==> src/hw/usmp_pkg.sv <==
// Package for the UART serial and modem pin logic: offsets, fields, resets, states.
package usmp_pkg;

  // Register byte offsets on the APB bus
  localparam logic [7:0] OFF_MODEM_CTRL   = 8'h00;
  localparam logic [7:0] OFF_FEATURE_CTRL = 8'h04;
  localparam logic [7:0] OFF_ENH_FEATURE  = 8'h08;
  localparam logic [7:0] OFF_INT_ENABLE   = 8'h0c;
  localparam logic [7:0] OFF_ALT_FUNC     = 8'h10;
  localparam logic [7:0] OFF_MODEM_STATUS = 8'h14;
  localparam logic [7:0] OFF_TX_DATA      = 8'h18;
  localparam logic [7:0] OFF_RX_DATA      = 8'h1c;
  localparam logic [7:0] OFF_BAUD_DIV     = 8'h20;

  // Field positions
  localparam int MC_DTR_BIT      = 0;
  localparam int MC_RTS_BIT      = 1;
  localparam int MC_USER_BIT     = 3;
  localparam int MC_IR_BIT       = 6;
  localparam int FC_RXINV_BIT    = 2;
  localparam int FC_RS485_BIT    = 3;
  localparam int EF_AUTORTS_BIT  = 6;
  localparam int EF_AUTOCTS_BIT  = 7;
  localparam int IE_AUTORTS_BIT  = 6;
  localparam int IE_AUTOCTS_BIT  = 7;
  localparam int AF_SEL_LSB      = 1;
  localparam int ST_CTS_BIT      = 0;
  localparam int ST_DSR_BIT      = 1;
  localparam int ST_CD_BIT       = 2;
  localparam int ST_RI_BIT       = 3;
  localparam int ST_RXLINE_BIT   = 4;
  localparam int ST_TXBUSY_BIT   = 5;
  localparam int ST_RXRDY_BIT    = 6;

  // Multi-function output selections
  localparam logic [1:0] FN_USER  = 2'h0;
  localparam logic [1:0] FN_BAUD  = 2'h1;
  localparam logic [1:0] FN_RXRDY = 2'h2;

  // Reset values
  localparam logic [7:0]  MC_RST   = 8'h00;
  localparam logic [7:0]  FC_RST   = 8'h00;
  localparam logic [7:0]  EF_RST   = 8'h00;
  localparam logic [7:0]  IE_RST   = 8'h00;
  localparam logic [15:0] DIV_RST  = 16'h0001;

  // Timing counts in 16x ticks; BIT_LAST counts data bits
  localparam logic [3:0] TICK_LAST = 4'hf;
  localparam logic [3:0] IR_PULSE  = 4'h3;
  localparam logic [3:0] RX_MID    = 4'h7;
  localparam logic [2:0] BIT_LAST  = 3'h7;

  // Serial state machine, one-hot
  typedef enum logic [3:0] {
    USMP_IDLE  = 4'b0001,
    USMP_START = 4'b0010,
    USMP_DATA  = 4'b0100,
    USMP_STOP  = 4'b1000
  } usmp_state_e;

endpackage

==> src/hw/usmp_pin_logic.sv <==
// UART channel serial, infrared and modem pin logic with APB registers.
//
// Notes on behaviour
// - Infrared receive idles low, optional inversion
// - Mode bit clear selects standard serial
// - Standard transmit high in reset and idle
// - Mode bit set routes through infrared codec
// - Infrared transmit held low when idle
// - Request-to-send low-active, manual or automatic
// - Request-to-send may drive half-duplex direction
// - Clear-to-send readable, may gate transmit
// - Terminal-ready low-active general output
// - Modem status inputs low-active, readable
// - Multi-function pin shows one chosen function
// - User function: pin low when bit set
// - User bit cleared by every reset
// - Baud function: pin shows 16x clock for divisors above one, stays high at divisor one
// - Receive-ready function: low-active data flag
//
// Register access over APB and the register offsets were left to the implementer.
`timescale 1ns/1ps
`default_nettype none
module usmp_pin_logic #(
  parameter logic [1:0] FN_RESET_SEL = usmp_pkg::FN_USER,
  parameter int         DIV_W        = 16
) (
  // Clock and reset
  input  wire logic        ref_clk,
  input  wire logic        reset_n,
  // APB slave
  input  wire logic [7:0]  paddr,
  input  wire logic        psel,
  input  wire logic        penable,
  input  wire logic        pwrite,
  input  wire logic [31:0] pwdata,
  output var  logic [31:0] prdata,
  output var  logic        pready,
  output var  logic        pslverr,
  // Serial pins
  input  wire logic        serial_in_ch_a,
  output var  logic        serial_out_ch_a,
  // Modem pins
  output var  logic        request_send_n_ch_a,
  input  wire logic        clear_send_n_ch_a,
  output var  logic        terminal_ready_n_ch_a,
  input  wire logic        set_ready_n_ch_a,
  input  wire logic        carrier_detect_n_ch_a,
  input  wire logic        ring_indicator_n_ch_a,
  output var  logic        multi_function_out_n_ch_a
);
  import usmp_pkg::*;

  logic [7:0]       modem_control_reg_q;
  logic [7:0]       feature_control_reg_q;
  logic [7:0]       enhanced_feature_reg_q;
  logic [7:0]       interrupt_enable_reg_q;
  logic [1:0]       fn_sel_q;
  logic [DIV_W-1:0] baud_div_q;
  logic [DIV_W-1:0] div_cnt_q;
  logic             tick_q;
  logic             baud_clk_q;
  logic [3:0]       modem_in_q;
  logic [7:0]       tx_hold_q;
  logic             tx_pend_q;
  usmp_state_e      tx_state_q;
  logic [3:0]       tx_sub_q;
  logic [2:0]       tx_bit_q;
  logic [7:0]       tx_shift_q;
  usmp_state_e      rx_state_q;
  logic [3:0]       rx_sub_q;
  logic [2:0]       rx_bit_q;
  logic [7:0]       rx_shift_q;
  logic [7:0]       rx_data_q;
  logic             rx_ready_q;
  logic [3:0]       ir_stretch_q;
  logic             rx_line_q;

  logic       ir_mode;
  logic       wr_en;
  logic       rd_setup;
  logic       tx_level;
  logic       auto_rts;
  logic       auto_cts;
  logic       tx_busy;
  logic       ir_pulse;
  logic       rx_done;
  logic [7:0] status;
  logic       fn_d;
  logic       rts_d;

  // Register hit for a given offset
  function automatic logic hit(input logic [7:0] a, input logic [7:0] off);
    return a == off;
  endfunction

  // Known offset check, also drives the error answer
  function automatic logic mapped(input logic [7:0] a);
    return hit(a, OFF_MODEM_CTRL) || hit(a, OFF_FEATURE_CTRL) || hit(a, OFF_ENH_FEATURE) ||
           hit(a, OFF_INT_ENABLE) || hit(a, OFF_ALT_FUNC) || hit(a, OFF_MODEM_STATUS) ||
           hit(a, OFF_TX_DATA) || hit(a, OFF_RX_DATA) || hit(a, OFF_BAUD_DIV);
  endfunction

  ////////////////////////////////////////////////////////////////////////////
  // Bus decode and shared terms
  assign wr_en    = psel && penable && pwrite && mapped(paddr);
  assign rd_setup = psel && !penable && !pwrite;
  assign ir_mode  = modem_control_reg_q[MC_IR_BIT];
  assign auto_rts = enhanced_feature_reg_q[EF_AUTORTS_BIT] && interrupt_enable_reg_q[IE_AUTORTS_BIT];
  assign auto_cts = enhanced_feature_reg_q[EF_AUTOCTS_BIT] && interrupt_enable_reg_q[IE_AUTOCTS_BIT];
  assign tx_busy  = tx_state_q != USMP_IDLE;
  assign rx_done  = tick_q && rx_state_q == USMP_STOP && rx_sub_q == RX_MID;
  // Status in asserted-high sense; raw pins stay low-active
  assign status   = {1'b0, rx_ready_q, tx_busy, rx_line_q, ~modem_in_q};

  // Configuration registers; user bit cleared on reset
  always_ff @(posedge ref_clk or negedge reset_n) begin
    if (!reset_n) begin
      modem_control_reg_q    <= MC_RST;
      feature_control_reg_q  <= FC_RST;
      enhanced_feature_reg_q <= EF_RST;
      interrupt_enable_reg_q <= IE_RST;
      fn_sel_q               <= FN_RESET_SEL;
      baud_div_q             <= DIV_W'(DIV_RST);
    end else if (wr_en) begin
      if (hit(paddr, OFF_MODEM_CTRL)) modem_control_reg_q <= pwdata[7:0];
      if (hit(paddr, OFF_FEATURE_CTRL)) feature_control_reg_q <= pwdata[7:0];
      if (hit(paddr, OFF_ENH_FEATURE)) enhanced_feature_reg_q <= pwdata[7:0];
      if (hit(paddr, OFF_INT_ENABLE)) interrupt_enable_reg_q <= pwdata[7:0];
      if (hit(paddr, OFF_ALT_FUNC)) fn_sel_q <= pwdata[AF_SEL_LSB +: 2];
      if (hit(paddr, OFF_BAUD_DIV)) baud_div_q <= pwdata[DIV_W-1:0];
    end
  end

  // Read data and error captured in setup, so the answer is a flop
  always_ff @(posedge ref_clk or negedge reset_n) begin
    if (!reset_n) begin
      prdata  <= 32'h0000_0000;
      pslverr <= 1'b0;
      pready  <= 1'b0;
    end else begin
      pready <= 1'b1;
      if (psel && !penable) begin
        pslverr <= !mapped(paddr);
        prdata  <= 32'h0000_0000;
        if (rd_setup) begin
          case (1'b1)
            hit(paddr, OFF_MODEM_CTRL):   prdata[7:0] <= modem_control_reg_q;
            hit(paddr, OFF_FEATURE_CTRL): prdata[7:0] <= feature_control_reg_q;
            hit(paddr, OFF_ENH_FEATURE):  prdata[7:0] <= enhanced_feature_reg_q;
            hit(paddr, OFF_INT_ENABLE):   prdata[7:0] <= interrupt_enable_reg_q;
            hit(paddr, OFF_ALT_FUNC):     prdata[7:0] <= {5'h00, fn_sel_q, 1'b0};
            hit(paddr, OFF_MODEM_STATUS): prdata[7:0] <= status;
            hit(paddr, OFF_TX_DATA):      prdata[7:0] <= tx_hold_q;
            hit(paddr, OFF_RX_DATA):      prdata[7:0] <= rx_data_q;
            hit(paddr, OFF_BAUD_DIV):     prdata[DIV_W-1:0] <= baud_div_q;
            default:                      prdata <= 32'h0000_0000;
          endcase
        end
      end
    end
  end

  ////////////////////////////////////////////////////////////////////////////
  // 16x tick and 16x clock, high for the lower half of the count, never high at divisor one; divisor zero acts as one
  always_ff @(posedge ref_clk or negedge reset_n) begin
    if (!reset_n) begin
      div_cnt_q  <= '0;
      tick_q     <= 1'b0;
      baud_clk_q <= 1'b0;
    end else begin
      tick_q <= 1'b0;
      if (div_cnt_q + DIV_W'(1) >= baud_div_q) begin
        div_cnt_q <= '0;
        tick_q    <= 1'b1;
      end else begin
        div_cnt_q <= div_cnt_q + DIV_W'(1);
      end
      baud_clk_q <= div_cnt_q < (baud_div_q >> 1);
    end
  end

  // Modem inputs sampled; pins taken as synchronous
  always_ff @(posedge ref_clk or negedge reset_n) begin
    if (!reset_n) modem_in_q <= 4'hf;
    else modem_in_q <= {ring_indicator_n_ch_a, carrier_detect_n_ch_a, set_ready_n_ch_a, clear_send_n_ch_a};
  end

  ////////////////////////////////////////////////////////////////////////////
  // Transmit holding byte; a write while full is dropped
  always_ff @(posedge ref_clk or negedge reset_n) begin
    if (!reset_n) begin
      tx_hold_q <= 8'h00;
      tx_pend_q <= 1'b0;
    end else if (wr_en && hit(paddr, OFF_TX_DATA) && !tx_pend_q) begin
      tx_hold_q <= pwdata[7:0];
      tx_pend_q <= 1'b1;
    end else if (tx_state_q == USMP_IDLE && tx_pend_q && tick_q && !(auto_cts && clear_send_n_ch_a)) begin
      tx_pend_q <= 1'b0;
    end
  end

  // Transmit framer, 8N1, 16 ticks a bit
  always_ff @(posedge ref_clk or negedge reset_n) begin
    if (!reset_n) begin
      tx_state_q <= USMP_IDLE;
      tx_sub_q   <= 4'h0;
      tx_bit_q   <= 3'h0;
      tx_shift_q <= 8'h00;
    end else if (tick_q) begin
      tx_sub_q <= tx_sub_q + 4'h1;
      case (tx_state_q)
        USMP_IDLE: begin
          tx_sub_q <= 4'h0;
          if (tx_pend_q && !(auto_cts && clear_send_n_ch_a)) begin
            tx_state_q <= USMP_START;
            tx_shift_q <= tx_hold_q;
          end
        end
        USMP_START: begin
          if (tx_sub_q == TICK_LAST) tx_state_q <= USMP_DATA;
        end
        USMP_DATA: begin
          if (tx_sub_q == TICK_LAST) begin
            tx_shift_q <= {1'b0, tx_shift_q[7:1]};
            tx_bit_q   <= tx_bit_q + 3'h1;
            if (tx_bit_q == BIT_LAST) tx_state_q <= USMP_STOP;
          end
        end
        USMP_STOP: begin
          if (tx_sub_q == TICK_LAST) tx_state_q <= USMP_IDLE;
        end
        default: tx_state_q <= USMP_IDLE;
      endcase
    end
  end

  // Bit on the line; infrared sends a short high pulse per zero bit
  always_comb begin
    case (tx_state_q)
      USMP_START: tx_level = 1'b0;
      USMP_DATA:  tx_level = tx_shift_q[0];
      default:    tx_level = 1'b1;
    endcase
  end

  always_ff @(posedge ref_clk or negedge reset_n) begin
    if (!reset_n) serial_out_ch_a <= 1'b1;
    else if (ir_mode) serial_out_ch_a <= !tx_level && tx_sub_q < IR_PULSE;
    else serial_out_ch_a <= tx_level;
  end

  ////////////////////////////////////////////////////////////////////////////
  // Infrared decode: pulse, after optional inversion, stretched over a bit
  assign ir_pulse = serial_in_ch_a ^ feature_control_reg_q[FC_RXINV_BIT];

  always_ff @(posedge ref_clk or negedge reset_n) begin
    if (!reset_n) ir_stretch_q <= 4'h0;
    else if (ir_pulse) ir_stretch_q <= TICK_LAST;
    else if (tick_q && ir_stretch_q != 4'h0) ir_stretch_q <= ir_stretch_q - 4'h1;
  end

  // Receive line after mode routing; standard input must idle high
  always_ff @(posedge ref_clk or negedge reset_n) begin
    if (!reset_n) rx_line_q <= 1'b1;
    else if (ir_mode) rx_line_q <= !(ir_pulse || ir_stretch_q != 4'h0);
    else rx_line_q <= serial_in_ch_a;
  end

  // Receive framer, samples at mid-bit
  always_ff @(posedge ref_clk or negedge reset_n) begin
    if (!reset_n) begin
      rx_state_q <= USMP_IDLE;
      rx_sub_q   <= 4'h0;
      rx_bit_q   <= 3'h0;
      rx_shift_q <= 8'h00;
    end else if (tick_q) begin
      rx_sub_q <= rx_sub_q + 4'h1;
      case (rx_state_q)
        USMP_IDLE: begin
          rx_sub_q <= 4'h0;
          if (!rx_line_q) rx_state_q <= USMP_START;
        end
        USMP_START: begin
          if (rx_sub_q == RX_MID) begin
            rx_sub_q   <= 4'h0;
            rx_bit_q   <= 3'h0;
            rx_state_q <= rx_line_q ? USMP_IDLE : USMP_DATA;
          end
        end
        USMP_DATA: begin
          if (rx_sub_q == TICK_LAST) begin
            rx_shift_q <= {rx_line_q, rx_shift_q[7:1]};
            rx_bit_q   <= rx_bit_q + 3'h1;
            if (rx_bit_q == BIT_LAST) rx_state_q <= USMP_STOP;
          end
        end
        USMP_STOP: begin
          if (rx_sub_q == RX_MID) rx_state_q <= USMP_IDLE;
        end
        default: rx_state_q <= USMP_IDLE;
      endcase
    end
  end

  // Received byte and ready flag; a new byte wins over the read clear
  always_ff @(posedge ref_clk or negedge reset_n) begin
    if (!reset_n) begin
      rx_data_q  <= 8'h00;
      rx_ready_q <= 1'b0;
    end else if (rx_done) begin
      rx_data_q  <= rx_shift_q;
      rx_ready_q <= 1'b1;
    end else if (psel && penable && !pwrite && hit(paddr, OFF_RX_DATA)) begin
      rx_ready_q <= 1'b0;
    end
  end

  ////////////////////////////////////////////////////////////////////////////
  // Modem outputs; manual bits are low-active, auto modes override
  always_comb begin
    if (feature_control_reg_q[FC_RS485_BIT]) rts_d = !(tx_busy || tx_pend_q);
    else if (auto_rts) rts_d = !modem_control_reg_q[MC_RTS_BIT] || rx_ready_q;
    else rts_d = !modem_control_reg_q[MC_RTS_BIT];
    case (fn_sel_q)
      FN_BAUD:  fn_d = !baud_clk_q;
      FN_RXRDY: fn_d = !rx_ready_q;
      default:  fn_d = !modem_control_reg_q[MC_USER_BIT];
    endcase
  end

  always_ff @(posedge ref_clk or negedge reset_n) begin
    if (!reset_n) begin
      request_send_n_ch_a       <= 1'b1;
      terminal_ready_n_ch_a     <= 1'b1;
      multi_function_out_n_ch_a <= 1'b1;
    end else begin
      request_send_n_ch_a       <= rts_d;
      terminal_ready_n_ch_a     <= !modem_control_reg_q[MC_DTR_BIT];
      multi_function_out_n_ch_a <= fn_d;
    end
  end
endmodule
`default_nettype wire

==> config.mk <==
export PLATFORM = sky130hd
export DESIGN_NAME = usmp_pin_logic
export DESIGN_NICKNAME = d
export VERILOG_FILES = /design/src/hw/usmp_pkg.sv /design/src/hw/usmp_pin_logic.sv
export SDC_FILE = /design/constraint.sdc
export NUM_CORES = 1
export LEC_CHECK = 0
export BUFFER_PORTS_ARGS = -buffer_cell sky130_fd_sc_hd__buf_2
export CAP_MARGIN = 10
export CORE_ASPECT_RATIO = 0.9
export CORE_MARGIN = 2
export CORE_UTILIZATION = 30
export DETAILED_ROUTE_END_ITERATION = 8
export PLACE_DENSITY = 0.47
export SYNTH_ARGS = -nofsm -noshare
export SYNTH_HDL_FRONTEND = slang
export SYNTH_SLANG_ARGS = --single-unit
export TNS_END_PERCENT = 5
==> constraint.sdc <==
create_clock -name ref_clk -period 9.07 [get_ports ref_clk]
set_input_delay 1.3605 -clock ref_clk [delete_from_list [all_inputs] [get_ports ref_clk]]
set_output_delay 1.3605 -clock ref_clk [all_outputs]
set_load 0.03 [all_outputs]
==> impl_metrics.py <==
metrics = {
    "yosys": {
        "synth_top_area_share": 0.433,
        "synthArstFlopShare": 1.00,
        "synth_seq_cells": 155,
        "ys_warn_count": 0,
        "synth_enable_flop_cells": 0,
        "yosys-top-cells-area": "dfrtp_1, mux2_2, ha_1",
        "yosys.area.top_type": "dfrtp_1",
        "synth.avg_cell_area_um2": 10.8,
        "synthCells": 768,
        "yosysSeqAreaShare": 0.472,
        "synth.distinct_cells": 73,
        "syn-cell-area_um2": 8260,
        "ys.flop_type": "dfrtp_1",
    },
    "clock_tree": {
        "cts_sinks": 155,
        "post_cts.resized_instances": 0,
        "cts_tree": "done",
        "path_clk_slew_ns": 0.06,
        "cts.path.max_buffers": 2,
        "cts_buffers": 17,
        "cts_htree_levels": 4,
        "clockRootBuffer": "clkbuf_16",
        "insertion_delay_ns": 0.43,
        "cts_hold_buf": 0,
        "cts_setup_buffers": 0,
    },
    "sta": {
        "hold_violations": 0,
        "fin_tns_setup_ns": 0,
        "finalCritPeriodShare": 0.376,
        "rsz0062_at_grt": "false",
        "period_minus_slack_ns": 3.41,
        "hold_ws_ns": 0.438,
        "finalClockSkew_ns": 0.0107,
        "maxSlewViolCount": 0,
        "setup_viol": 0,
        "tightest_slew_ns": 1.13,
        "fmax_ghz": 0.293,
        "slew_headroom": 0.245,
    },
    "critical_path": {
        "critPathLaunchType": "input pin",
        "cpMaxStageDelayCell": "nor3_2",
        "worstPathArrival_ns": 3.72,
        "crit_fanout": 9,
        "cp_slowest_stage_delay_ns": 0.69,
        "worstRegToRegCells": 10,
        "worstSetupEndpointType": "register",
        "path_delay_family": "simple AND/OR/NAND/NOR gates",
        "required_ns": 9.38,
        "crit_chain": "buf_2 -> or4_4 -> nor2_2 -> nand2_1 -> nor3_2 -> mux2_2",
        "critical_path_depth": 6,
        "path_class": "input pin to register",
        "path_buf_inv": 1,
    },
    "worst_hold_path": {
        "holdPathStages": 1,
        "holdCritPathClass": "register to register",
    },
    "global_route": {
        "grt_start_max_net_pins": 90,
        "gr-total-overflow": 0,
        "grt_antenna_before_repair": 0,
        "grt_pass1_vias": 5735,
        "grt_usage": 0.152,
        "grt_pass1_wl_um": 33400,
    },
    "layout": {
        "ff_latch_area_um2": 3890,
        "drive_gt1_frac": 0.229,
        "final_cell_mix": "dfrtp_1, mux2_2, nand2_1, buf_2, nor2_1",
        "multiInputGateArea_um2": 4020,
        "nets": 910,
        "stdcell_area_um2": 9460,
        "antenna_cells": 0,
        "area_growth_syn_to_layout_pct": 14.6,
        "n_fill_cell": 2709,
        "final_common_cell": "dfrtp_1",
    },
    "floorplan": {
        "start_util": 0.305,
        "design.core.area_um2": 27000,
        "rows": 57,
        "dieWidth_um": 179,
        "io_pins": 88,
        "die_h_um": 161,
        "die_area_um2": 28900,
    },
    "run_status": {
        "outcome": "finished, final reports clean",
    },
    "drt": {
        "wirelength_um": 20800,
        "dr_total_vias": 5824,
        "drtIter0Drc": 465,
        "final_antenna_net_count": 0,
        "wl_per_cell_um": 17.5,
        "drc": 0,
        "drt_pre_antenna_iters": 5,
        "via_per_inst": 4.91,
    },
    "power_and_ir_drop": {
        "vdd_drop_max_mv": 0.0905,
        "p_per_area_nw_per_um2": 190,
        "p_leak_nw": 4.34,
    },
    "place": {
        "dpl_cell_area_um2": 8850,
        "dp_hpwl_um": 14800,
        "gp_congestion": 0.772,
        "port_buffers": 55,
    },
    "run": {
        "drv_cap": 0,
    },
}
-- registers in the layout, summed over array words and instances (netlist names), 8 cells and up --
register	cells
interrupt_enable_reg_q	8
rx_data_q	8
modem_control_reg_q	8
rx_shift_q	8
tx_hold_q	8
baud_div_q	16
feature_control_reg_q	8
prdata	16
enhanced_feature_reg_q	8
tx_shift_q	8
div_cnt_q	16
-- final cells by class --
cell class,instances,share of cell area
clock buffers,25,0.0524
inverters,41,0.0163
clock inverters,7,0.0119
well taps,354,0.0468
flip-flops and latches,155,0.411
repair buffers,63,0.0361
multi-input cells,542,0.425
-- worst paths after layout --
kind | from | endpoint | slack (ns)
max | paddr[1] | enhanced_feature_reg_q[6]$_DFFE_PN0P_ | 5.66
min in group asynchronous | reset_n | rx_bit_q[1]$_DFFE_PN0P_ | 0.97
min | modem_control_reg_q[0]$_DFFE_PN0P_ | terminal_ready_n_ch_a$_DFF_PN1_ | 0.44
min reg2reg | modem_control_reg_q[0]$_DFFE_PN0P_ | terminal_ready_n_ch_a$_DFF_PN1_ | 0.44
max in group asynchronous | reset_n | baud_div_q[12]$_DFFE_PN0P_ | 6.70
max reg2reg | div_cnt_q[3]$_DFF_PN0_ | div_cnt_q[15]$_DFF_PN0_ | 6.14
-- metal layers --
| layer | wire [um] | GRT usage | vias to the layer above |
|---|---|---|---|
| met2 | 9480 | 0.232 | 99 |
| met5 | 0 | 0 | - |
| met3 | 707 | 0.0297 | 16 |
| met4 | 236 | 0.0458 | 0 |
| met1 | 10400 | 0.218 | 2866 |
| li1 | - | - | 2843 |
-- synthesized netlist by cell type, drive strengths merged, types with 5 or more instances --
master  count
or3         5
a22oi       7
nand4       5
buf        25
nor3b       7
o21ai      30
o31ai       9
nor2       48
dfrtp     143
ha         40
a211oi      5
nand2      61
dfstp      12
a21oi      29
a21o        8
nor2b      13
nor3       14
o22ai      10
nand3      21
clkbuf     20
inv        40
nor4       11
nand2b     14
o211ai      6
xnor2       8
mux2i      13
a22o       11
mux2       81
xor2       11
-- stage by stage --
step | setup WS, ns | power, mW | cells | util
after floorplan | 5.78 | 0.981 | 783 | -
after global placement | 5.17 | 1.06 | 1155 | 0.328
after detailed placement | 5.17 | 1.07 | 1155 | 0.328
after CTS | 5.63 | 1.82 | 1187 | 0.350
after global routing | 5.44 | 1.89 | 1187 | 0.350
final | 5.66 | 1.80 | 1187 | 0.350
-- report_power, final --
part	switching (mW)	internal, mW	total (mW)
clock	0.287	0.461	0.748
combinational	0.167	0.103	0.270
sequential	0.0380	0.742	0.780
-- logic make-up after synthesis --
| kind of cell | synth area share |
|---|---|
| buf+inv | 0.0488 |
| simple gates | 0.139 |
| mux | 0.133 |
| compound gates | 0.126 |
| flops | 0.472 |
| xor+xnor | 0.0202 |
| other cells | 0.000910 |
| fa+ha+maj | 0.0606 |
Power figures use the tool's default switching activity.
